===== src/hw/mac_irq_pkg.sv =====
// package: register map, field layout and reset values of the mac interrupt mask block
package mac_irq_pkg;

    // ----------------------------------------------------------------
    // register bus geometry
    // ----------------------------------------------------------------
    localparam int unsigned ADDR_W = 8;
    localparam int unsigned DATA_W = 32;
    localparam int unsigned RX_CH  = 8;

    // ----------------------------------------------------------------
    // byte offsets
    // ----------------------------------------------------------------
    localparam logic [7:0] OFS_RX_MASK_SET   = 8'h00;
    localparam logic [7:0] OFS_RX_MASK_CLEAR = 8'h04;
    localparam logic [7:0] OFS_RX_RAW        = 8'h08;
    localparam logic [7:0] OFS_RX_MASKED     = 8'h0C;
    localparam logic [7:0] OFS_MAC_RAW       = 8'h10;
    localparam logic [7:0] OFS_MAC_MASKED    = 8'h14;
    localparam logic [7:0] OFS_MAC_MASK_SET  = 8'h18;
    localparam logic [7:0] OFS_MAC_MASK_CLR  = 8'h1C;
    localparam logic [7:0] OFS_EVT_STATUS    = 8'h20;
    localparam logic [7:0] OFS_EVT_MASK      = 8'h24;

    // ----------------------------------------------------------------
    // field positions and reset values
    // ----------------------------------------------------------------
    localparam int unsigned RX_PEND_LSB   = 0;
    localparam int unsigned RX_PULSE_LSB  = 16;
    localparam int unsigned HOST_ERR_BIT  = 1;
    localparam int unsigned STATS_BIT     = 0;
    localparam logic [7:0]  RX_MASK_RST   = 8'h00;
    localparam logic [1:0]  MAC_MASK_RST  = 2'h0;
    localparam logic [1:0]  EVT_RST       = 2'h0;

endpackage : mac_irq_pkg


===== src/hw/w1_mask_bank.sv =====
// write-one-to-set / write-one-to-clear enable mask bank
module w1_mask_bank #(
    parameter int unsigned        WIDTH = 8,
    parameter logic [WIDTH-1:0]   RST   = '0
) (
    input  wire logic             i_mclk,
    input  wire logic             i_sys_rst,
    input  wire logic             i_set_we,
    input  wire logic             i_clr_we,
    input  wire logic [WIDTH-1:0] i_wdata,
    output logic      [WIDTH-1:0] o_mask
);

    logic [WIDTH-1:0] mask_reg;
    logic [WIDTH-1:0] mask_next;

    // ----------------------------------------------------------------
    // per-bit update: a zero written leaves the bit alone
    // ----------------------------------------------------------------
    genvar b;
    generate
        for (b = 0; b < WIDTH; b++) begin : g_bit
            assign mask_next[b] = (i_set_we & i_wdata[b]) ? 1'b1 :
                                  (i_clr_we & i_wdata[b]) ? 1'b0 : mask_reg[b];
        end
    endgenerate

    // synchronous reset to the disabled state; every mask starts off
    always_ff @(posedge i_mclk) begin
        if (i_sys_rst) begin
            mask_reg <= RST;
        end else begin
            mask_reg <= mask_next;
        end
    end

    assign o_mask = mask_reg;

endmodule // w1_mask_bank


===== src/hw/mac_interrupt_mask_status.sv =====
// top of the mac interrupt mask and status block with its register port
// How it works
// - A one written to bits 23..16 of the receive mask clear register disables that channel's pulse interrupt.
// - A one written to bits 7..0 of the receive mask clear register disables that channel's pending interrupt.
// - Bit 1 of the mac unmasked status shows the host-error pending state before masking.
// - Bit 0 of the mac unmasked status shows the statistics pending state before masking.
// - Bit 1 of the mac masked status shows the host-error pending state after its mask.
// - Bit 0 of the mac masked status shows the statistics pending state after its mask.
// - A one written to bit 1 of the mac mask set register enables host-error, a zero does nothing.
// - A one written to bit 0 of the mac mask set register enables statistics, a zero does nothing.
// - A one written to bit 1 of the mac mask clear register disables host-error, a zero does nothing.
// - A one written to bit 0 of the mac mask clear register disables statistics, a zero does nothing.
// - A one written to the receive mask set register enables that channel, and all masks reset to zero.
module mac_interrupt_mask_status #(
    parameter int unsigned N_CH = mac_irq_pkg::RX_CH
) (
    input  wire logic                              i_mclk,
    input  wire logic                              i_sys_rst,
    input  wire logic [mac_irq_pkg::ADDR_W-1:0]    i_addr,
    input  wire logic [mac_irq_pkg::DATA_W-1:0]    i_wdata,
    input  wire logic                              i_wr,
    input  wire logic                              i_rd,
    output logic      [mac_irq_pkg::DATA_W-1:0]    o_rdata,
    input  wire logic [N_CH-1:0]                   i_rx_pending,
    input  wire logic [N_CH-1:0]                   i_rx_pulse,
    input  wire logic                              i_host_error_pending,
    input  wire logic                              i_statistics_pending,
    output logic      [N_CH-1:0]                   o_rx_pending_irq,
    output logic      [N_CH-1:0]                   o_rx_pulse_irq,
    output logic                                   o_host_error_irq,
    output logic                                   o_statistics_irq,
    output logic                                   o_irq
);
    import mac_irq_pkg::*;

    // ----------------------------------------------------------------
    // register map, byte offsets of 32-bit words
    // ----------------------------------------------------------------
    // 00 rx mask set: a one enables, reads back the mask
    // 04 rx mask clear: a one disables, reads back the mask
    // 08 rx raw status: pulse in 23:16, pending in 7:0
    // 0C rx masked status: same layout, raw AND mask
    // 10 mac raw status: host error in bit 1, statistics in bit 0
    // 14 mac masked status: same layout, raw AND mask
    // 18 mac mask set: a one enables, reads back the mask
    // 1C mac mask clear: a one disables, reads back the mask
    // 20 event status: sticky, a one written clears a bit
    // 24 event mask: plain read/write
    // writes to read-only or unmapped words are dropped and reads of unmapped
    // words give zero; reads never change state, so a dump of the map is safe

    // ----------------------------------------------------------------
    // timing at the ports
    // ----------------------------------------------------------------
    // a mask write lands on the edge that samples the strobe; every
    // interrupt output is a flop, so it follows its source or its mask
    // one edge later: one cycle of latency buys glitch-free lines
    // read data stand only in the cycle after the read strobe and are
    // zero otherwise, so several slaves can share an or-ed data bus

    // ----------------------------------------------------------------
    // address decode
    // ----------------------------------------------------------------
    // exact compare on every address bit, so no live word has an alias
    wire sel_rx_set  = (i_addr == OFS_RX_MASK_SET);
    wire sel_rx_clr  = (i_addr == OFS_RX_MASK_CLEAR);
    wire sel_rx_raw  = (i_addr == OFS_RX_RAW);
    wire sel_rx_msk  = (i_addr == OFS_RX_MASKED);
    wire sel_mac_raw = (i_addr == OFS_MAC_RAW);
    wire sel_mac_msk = (i_addr == OFS_MAC_MASKED);
    wire sel_mac_set = (i_addr == OFS_MAC_MASK_SET);
    wire sel_mac_clr = (i_addr == OFS_MAC_MASK_CLR);
    wire sel_evt_sts = (i_addr == OFS_EVT_STATUS);
    wire sel_evt_msk = (i_addr == OFS_EVT_MASK);

    // write enables; a read never changes state
    wire we_rx_set  = i_wr & sel_rx_set;
    wire we_rx_clr  = i_wr & sel_rx_clr;
    wire we_mac_set = i_wr & sel_mac_set;
    wire we_mac_clr = i_wr & sel_mac_clr;
    wire we_evt_sts = i_wr & sel_evt_sts;
    wire we_evt_msk = i_wr & sel_evt_msk;

    // ----------------------------------------------------------------
    // mask banks: pulse, pending, mac-level
    // ----------------------------------------------------------------
    logic [N_CH-1:0] rx_pulse_irq_enable;
    logic [N_CH-1:0] rx_pending_irq_enable;
    logic [1:0]      mac_irq_enable;

    // both receive banks share the strobes and differ only in their data slice
    // pulse enables live in the upper half of the receive mask words
    w1_mask_bank #(
        .WIDTH (N_CH),
        .RST   (N_CH'(RX_MASK_RST))
    ) u_rx_pulse_mask (
        .i_mclk    (i_mclk),
        .i_sys_rst (i_sys_rst),
        .i_set_we  (we_rx_set),
        .i_clr_we  (we_rx_clr),
        .i_wdata   (i_wdata[RX_PULSE_LSB +: N_CH]),
        .o_mask    (rx_pulse_irq_enable)
    );

    // pending enables live in the low byte
    w1_mask_bank #(
        .WIDTH (N_CH),
        .RST   (N_CH'(RX_MASK_RST))
    ) u_rx_pend_mask (
        .i_mclk    (i_mclk),
        .i_sys_rst (i_sys_rst),
        .i_set_we  (we_rx_set),
        .i_clr_we  (we_rx_clr),
        .i_wdata   (i_wdata[RX_PEND_LSB +: N_CH]),
        .o_mask    (rx_pending_irq_enable)
    );

    // host-error at bit 1, statistics at bit 0; zeros written are ignored
    w1_mask_bank #(
        .WIDTH (2),
        .RST   (MAC_MASK_RST)
    ) u_mac_mask (
        .i_mclk    (i_mclk),
        .i_sys_rst (i_sys_rst),
        .i_set_we  (we_mac_set),
        .i_clr_we  (we_mac_clr),
        .i_wdata   (i_wdata[1:0]),
        .o_mask    (mac_irq_enable)
    );

    wire host_error_irq_enable = mac_irq_enable[HOST_ERR_BIT];
    wire statistics_irq_enable = mac_irq_enable[STATS_BIT];

    // ----------------------------------------------------------------
    // raw and masked status views
    // ----------------------------------------------------------------
    // raw status comes straight from the event sources, same clock domain
    logic [1:0] mac_raw;
    logic [1:0] mac_masked;
    assign mac_raw[HOST_ERR_BIT]    = i_host_error_pending;
    assign mac_raw[STATS_BIT]       = i_statistics_pending;
    assign mac_masked[HOST_ERR_BIT] = i_host_error_pending & host_error_irq_enable;
    assign mac_masked[STATS_BIT]    = i_statistics_pending & statistics_irq_enable;

    // per-channel masking, one gate per channel and kind
    logic [N_CH-1:0] rx_pend_masked;
    logic [N_CH-1:0] rx_pulse_masked;
    genvar ch;
    generate
        for (ch = 0; ch < N_CH; ch++) begin : g_rx_ch
            assign rx_pend_masked[ch]  = i_rx_pending[ch] & rx_pending_irq_enable[ch];
            assign rx_pulse_masked[ch] = i_rx_pulse[ch] & rx_pulse_irq_enable[ch];
        end
    endgenerate

    // ----------------------------------------------------------------
    // sticky event status and its interrupt line
    // ----------------------------------------------------------------
    // events: rising edge of each masked mac pending line. edge detect so a
    // level that stays high does not re-set the bit after software clears it
    logic [1:0] mac_masked_reg;
    logic [1:0] evt_status_reg;
    logic [1:0] evt_status_next;
    logic [1:0] evt_mask_reg;

    wire [1:0] evt_rise  = mac_masked & ~mac_masked_reg;
    wire [1:0] evt_w1c   = we_evt_sts ? i_wdata[1:0] : 2'h0;
    // set beats clear in the same cycle
    assign evt_status_next = evt_rise | (evt_status_reg & ~evt_w1c);
    // the event mask is a plain read/write word
    logic [1:0] evt_mask_next;
    assign evt_mask_next   = we_evt_msk ? i_wdata[1:0] : evt_mask_reg;
    // limit: a status bit is a flag, not a counter, so a source that falls
    // and rises again before software clears the bit is seen once

    // edge history of the masked mac lines
    always_ff @(posedge i_mclk) begin
        if (i_sys_rst) begin
            mac_masked_reg <= EVT_RST;
        end else begin
            mac_masked_reg <= mac_masked;
        end
    end

    // sticky status: an edge sets a bit, a one written clears it
    always_ff @(posedge i_mclk) begin
        if (i_sys_rst) begin
            evt_status_reg <= EVT_RST;
        end else begin
            evt_status_reg <= evt_status_next;
        end
    end

    // event mask register
    always_ff @(posedge i_mclk) begin
        if (i_sys_rst) begin
            evt_mask_reg <= EVT_RST;
        end else begin
            evt_mask_reg <= evt_mask_next;
        end
    end

    // ----------------------------------------------------------------
    // interrupt outputs
    // ----------------------------------------------------------------
    logic [N_CH-1:0] rx_pend_irq_reg;
    logic [N_CH-1:0] rx_pulse_irq_reg;
    logic [1:0]      mac_irq_reg;
    logic            irq_reg;
    logic            irq_next;

    // o_irq looks at the next status, so it rises on the edge that sets the bit
    assign irq_next = |(evt_status_next & evt_mask_reg);

    // registered so outputs are glitch free toward the interrupt fabric
    always_ff @(posedge i_mclk) begin
        if (i_sys_rst) begin
            rx_pend_irq_reg <= '0;
        end else begin
            rx_pend_irq_reg <= rx_pend_masked;
        end
    end

    // receive pulse lines
    always_ff @(posedge i_mclk) begin
        if (i_sys_rst) begin
            rx_pulse_irq_reg <= '0;
        end else begin
            rx_pulse_irq_reg <= rx_pulse_masked;
        end
    end

    // mac lines, host error in bit 1 and statistics in bit 0
    always_ff @(posedge i_mclk) begin
        if (i_sys_rst) begin
            mac_irq_reg <= EVT_RST;
        end else begin
            mac_irq_reg <= mac_masked;
        end
    end

    // the one level line toward the host
    always_ff @(posedge i_mclk) begin
        if (i_sys_rst) begin
            irq_reg <= 1'b0;
        end else begin
            irq_reg <= irq_next;
        end
    end

    assign o_rx_pending_irq = rx_pend_irq_reg;
    assign o_rx_pulse_irq   = rx_pulse_irq_reg;
    assign o_host_error_irq = mac_irq_reg[HOST_ERR_BIT];
    assign o_statistics_irq = mac_irq_reg[STATS_BIT];
    assign o_irq            = irq_reg;

    // ----------------------------------------------------------------
    // read mux; unmapped offsets and reserved bits read zero
    // ----------------------------------------------------------------
    logic [DATA_W-1:0] rx_mask_word;
    logic [DATA_W-1:0] rx_raw_word;
    logic [DATA_W-1:0] rx_msk_word;
    logic [DATA_W-1:0] rdata_next;
    logic [DATA_W-1:0] rdata_reg;

    always_comb begin
        rx_mask_word = '0;
        rx_mask_word[RX_PULSE_LSB +: N_CH] = rx_pulse_irq_enable;
        rx_mask_word[RX_PEND_LSB +: N_CH]  = rx_pending_irq_enable;
        rx_raw_word  = '0;
        rx_raw_word[RX_PULSE_LSB +: N_CH]  = i_rx_pulse;
        rx_raw_word[RX_PEND_LSB +: N_CH]   = i_rx_pending;
        rx_msk_word  = '0;
        rx_msk_word[RX_PULSE_LSB +: N_CH]  = rx_pulse_masked;
        rx_msk_word[RX_PEND_LSB +: N_CH]   = rx_pend_masked;
    end

    // the two-bit words, zero-extended to the bus width
    wire [DATA_W-1:0] mac_raw_word  = {30'h0, mac_raw};
    wire [DATA_W-1:0] mac_msk_word  = {30'h0, mac_masked};
    wire [DATA_W-1:0] mac_mask_word = {30'h0, mac_irq_enable};
    wire [DATA_W-1:0] evt_sts_word  = {30'h0, evt_status_reg};
    wire [DATA_W-1:0] evt_msk_word  = {30'h0, evt_mask_reg};

    // set and clear addresses both read back the live mask
    assign rdata_next =
        (sel_rx_set | sel_rx_clr)   ? rx_mask_word :
        sel_rx_raw                  ? rx_raw_word :
        sel_rx_msk                  ? rx_msk_word :
        sel_mac_raw                 ? mac_raw_word :
        sel_mac_msk                 ? mac_msk_word :
        (sel_mac_set | sel_mac_clr) ? mac_mask_word :
        sel_evt_sts                 ? evt_sts_word :
        sel_evt_msk                 ? evt_msk_word : 32'h0;

    // read data valid only in the cycle after the strobe
    always_ff @(posedge i_mclk) begin
        if (i_sys_rst) begin
            rdata_reg <= '0;
        end else begin
            rdata_reg <= i_rd ? rdata_next : 32'h0;
        end
    end

    assign o_rdata = rdata_reg;

endmodule // mac_interrupt_mask_status


===== config.mk =====
export PLATFORM = sky130hd
export DESIGN_NAME = mac_interrupt_mask_status
export DESIGN_NICKNAME = d
export VERILOG_FILES = /design/src/hw/mac_irq_pkg.sv /design/src/hw/w1_mask_bank.sv /design/src/hw/mac_interrupt_mask_status.sv
export SDC_FILE = /design/constraint.sdc
export NUM_CORES = 1
export LEC_CHECK = 0
export BUFFER_PORTS_ARGS = -buffer_cell sky130_fd_sc_hd__buf_2
export CORE_MARGIN = 3
export CORE_UTILIZATION = 40
export DETAILED_ROUTE_END_ITERATION = 7
export GPL_TIMING_DRIVEN = 0
export PLACE_DENSITY = 0.68
export SYNTH_ARGS = -nofsm -noshare
export SYNTH_HDL_FRONTEND = slang
export SYNTH_HIERARCHICAL = 1
export SYNTH_SLANG_ARGS = --single-unit

===== constraint.sdc =====
create_clock -name i_mclk -period 5.93 [get_ports i_mclk]
set_input_delay 1.186 -clock i_mclk [delete_from_list [all_inputs] [get_ports i_mclk]]
set_output_delay 1.186 -clock i_mclk [all_outputs]
set_load 0.01 [all_outputs]

==> results.txt <==
The run finished with clean final reports. The count of final max-slew check failures is 0. The largest fanout on the critical path is 8. The sum of buffers and inverters on the critical path came out at 2. After synthesis the netlist holds a flip-flop and latch count of 57. The leading cell type in the layout, fill and taps excluded is sky130_fd_sc_hd__buf_2. In this run the number of H-tree levels came out at 3. The slew at the pin with the worst max-slew slack is 814.2 ps. The Yosys step of the flow raised 6 warnings. The synthesized-area fraction occupied by ao, oa, aoi and oai cells is 0.2047.

After floorplanning, the core was divided into 27 placement rows. The number of top-level design ports came out at roughly 110. The sequential element share of the synthesized area is 0.4836.

The routed layout has 2164 vias. The total half-perimeter wirelength after legalization and detailed placement came out at around 4400 um. Setup violations remaining at the end of the flow were counted as 0. After detailed routing, the number of vias per cell comes to 4.830. The number of global-route vias before repair was 2193. In this run the cell area of the synthesized design comes to 2360 um2. The detailed router finished its first iteration with 89 violations. The worst hold path belongs to the class reg2reg. The chip width came out at ~83 um. The final antenna-violating net count is 0. The placer's final routability congestion estimate came out at 0.8635. The clock latency of the later-clocked register in the worst-skew pair came out at 320 ps. Summed over all layers, the global routing overflow is 0. In the global route stage, overall resource usage came out at 0.1808.

The start-to-end type of the worst setup path is in2reg. The sum of routed wire length over all layers came out at 5931 um. The number of flip-flops under the largest register name came out at 16. TritonCTS built the clock tree. The capturing element type of the critical path is a flip-flop. Across the run, the number of max-cap violations was 0. The gate count after technology mapping is 267. The number of iterations in the first detailed-routing pass is 4. In this run the static leakage power is roughly 0.0014 uW.

The sum of negative setup slack came out at 0 ps. The synthesis-to-finish area growth is 30.33%. The slack of the critical path came out at 3070 ps. OpenSTA, run right after detailed placement, puts the worst setup slack at 2727 ps. Setup repair after global routing left no endpoint under its margin. The critical-path cell with the highest stage delay is sky130_fd_sc_hd__or4_4. The post-route clock skew is between 6 and 7 ps. The die footprint came out at 6857 um2. The number of distinct library cells after synthesis came out at 33. The clock transition at the registers of the reported paths is 60 ps. The largest delay contributor family on the critical path is simple AND/OR/NAND/NOR gates.

The ratio of final minimum period to clock period is 0.4823. The tree is rooted in a sky130_fd_sc_hd__clkbuf_8. Counting every sink on the clock net gives 57.

The maximum VDD drop came out at 0.1411 mV. Leaving out fill and tap cells, the most frequent cells in the layout are sky130_fd_sc_hd__buf_2 (80), sky130_fd_sc_hd__dfxtp_1 (57), sky130_fd_sc_hd__nor2_1 (43). In this run, CTS created clock tree buffers numbering 9. The synthesized-area fraction occupied by adder cells came out at 0. By area, the combinational part of the netlist is dominated by compound AO/OA/AOI/OAI gates. The total of buffers placed on input and output ports is 80. In the final routed layout, each cell accounts on average for 13.24 um. The proportion of layout cells with a drive suffix above 1 is 0.3271.

The die height is 82.81 um. The area of the core is 5608 um2. The maximum frequency from static timing analysis is 0.3496 GHz. The worst setup path is launched from an input pin. The number of nets at the end of the flow came out at 435.

The biggest cell delay along the critical path came out at 530 ps. The number of gates resized after cts came out at 0. The first-pass GRT wire length came out at 10110 um.

The initial antenna violation count is 0. The final critical-path required period came out at ~2900 ps. The signal on the critical path passes through buf_2, or4_4, nor3_1, nand2_1, nor3_1, clkbuf_1, nand2_1, a21oi_1. The deepest clock path buffer count came out at 2. Averaged over all synthesized cells, the footprint is 8.838 um2. The worst slew margin relative to its limit came out at 0.4496. The simple-gate area share of the yosys netlist is 0.1898. The mux contribution to synthesized area is 0.01697. The pin count of the biggest net entering global routing is 11. The post-cts hold buffer count is 0. The area share of xor/xnor cells in the synthesized design came out at 0. The initial core utilization is 0.4208. The number of buffers inserted by post-CTS setup repair came out at 0. STA puts the critical path data required time at 6180 ps. The number of diodes added for antenna fixing came out at 0. The number of remaining DRC errors is 0. The power density of the placed cells is 244.9 nW/um2. The total count of hold-check failures in the final report came out at 0. The data arrival at the endpoint of the critical path came out at around 3100 ps.
## worst register-to-register path, cell delays in order (launching register included)
cell and delay (ps):
sky130_fd_sc_hd__dfxtp_1 380, sky130_fd_sc_hd__nand2_1 100, sky130_fd_sc_hd__nor2_1 130, sky130_fd_sc_hd__o21ai_0 110
sky130_fd_sc_hd__a21oi_1 140
## cell usage after synthesis (all sizes together)
library cell / number / area [um2]
a211oi: 2 / 15.01
a21bo: 18 / 180.2
a21oi: 21 / 105.1
a31o: 2 / 17.52
a41oi: 2 / 17.52
and3: 1 / 6.260
and4: 1 / 8.760
buf: 23 / 202.7
clkbuf: 8 / 30.03
clkinv: 1 / 3.750
conb: 1 / 3.750
dfxtp: 57 / 1141
inv: 2 / 7.510
mux2i: 4 / 40.04
nand2: 40 / 150.1
nand2b: 1 / 6.260
nand4: 1 / 6.260
nor2: 43 / 161.4
nor2b: 1 / 6.260
nor3: 6 / 30.03
nor4: 1 / 6.260
nor4b: 1 / 8.760
o211ai: 2 / 15.01
o21ai: 4 / 20.02
o22ai: 18 / 112.6
or2b: 1 / 8.760
or3: 1 / 7.510
or4: 3 / 31.28
or4b: 1 / 10.01
## kinds of logic (layout without fill, tap and decap cells)
group                  count (synthesis)  after routing
other                                  1             16
muxes                                  4              4
and+or+nand+nor                      102            102
AOI/OAI and AO/OA                     69             69
DFF                                   57             57
buffers and inverters                 34            128
## area by class of cell
cell class	count	area, um2
well taps	72	90.09
inverters	3	11.26
multi-input cells	191	1031
clock inverters	3	17.52
fillers	576	2532
repair buffers	80	400.4
clock buffers	11	151.4
flip-flops and latches	57	1141
plain buffers	31	232.7
## stage by stage
step | util | power [uW] | instance area (um2) | hold WS (ps) | instances
final | 0.5484 | 753.2 | 3075 | 447.0 | 448
after global routing | 0.5484 | 787.7 | 3075 | 456.8 | 448
after CTS | 0.5484 | 763.9 | 3075 | 450.7 | 448
after detailed placement | 0.5183 | 450.4 | 2907 | 435.3 | 434
after global placement | 0.5183 | 449.7 | 2907 | 431.8 | 434
after floorplan | - | 422.1 | 2416 | 419.6 | 282
## report_power, final
part / internal, uW / switching (uW)
clock: 168 / 143
combinational: 25.8 / 33.2
sequential: 383 / 0.175
## metal layers
layer	part of all wire	vias to the layer above	global-route usage	routed length, um
li1	-	1099	-	-
met1	0.44	984	0.2236	2615
met2	0.48	75	0.2952	2818
met3	0.069	6	0.04762	411
met4	0.014	0	0.08024	85
met5	0	-	0	0
## path summary, 6_finish.rpt
path / startpoint / to / slack [ps] / depth (start not counted)
max: i_addr[1] / u_rx_pend_mask/o_mask[6] / 3070 / 8
min: u_rx_pulse_mask/o_mask[7] / o_rx_pulse_irq[7] / 450 / 2
max reg2reg: u_mac_mask/o_mask[1] / o_irq / 5000 / 4
min reg2reg: u_rx_pulse_mask/o_mask[7] / o_rx_pulse_irq[7] / 450 / 2
Power figures use the tool's default switching activity.
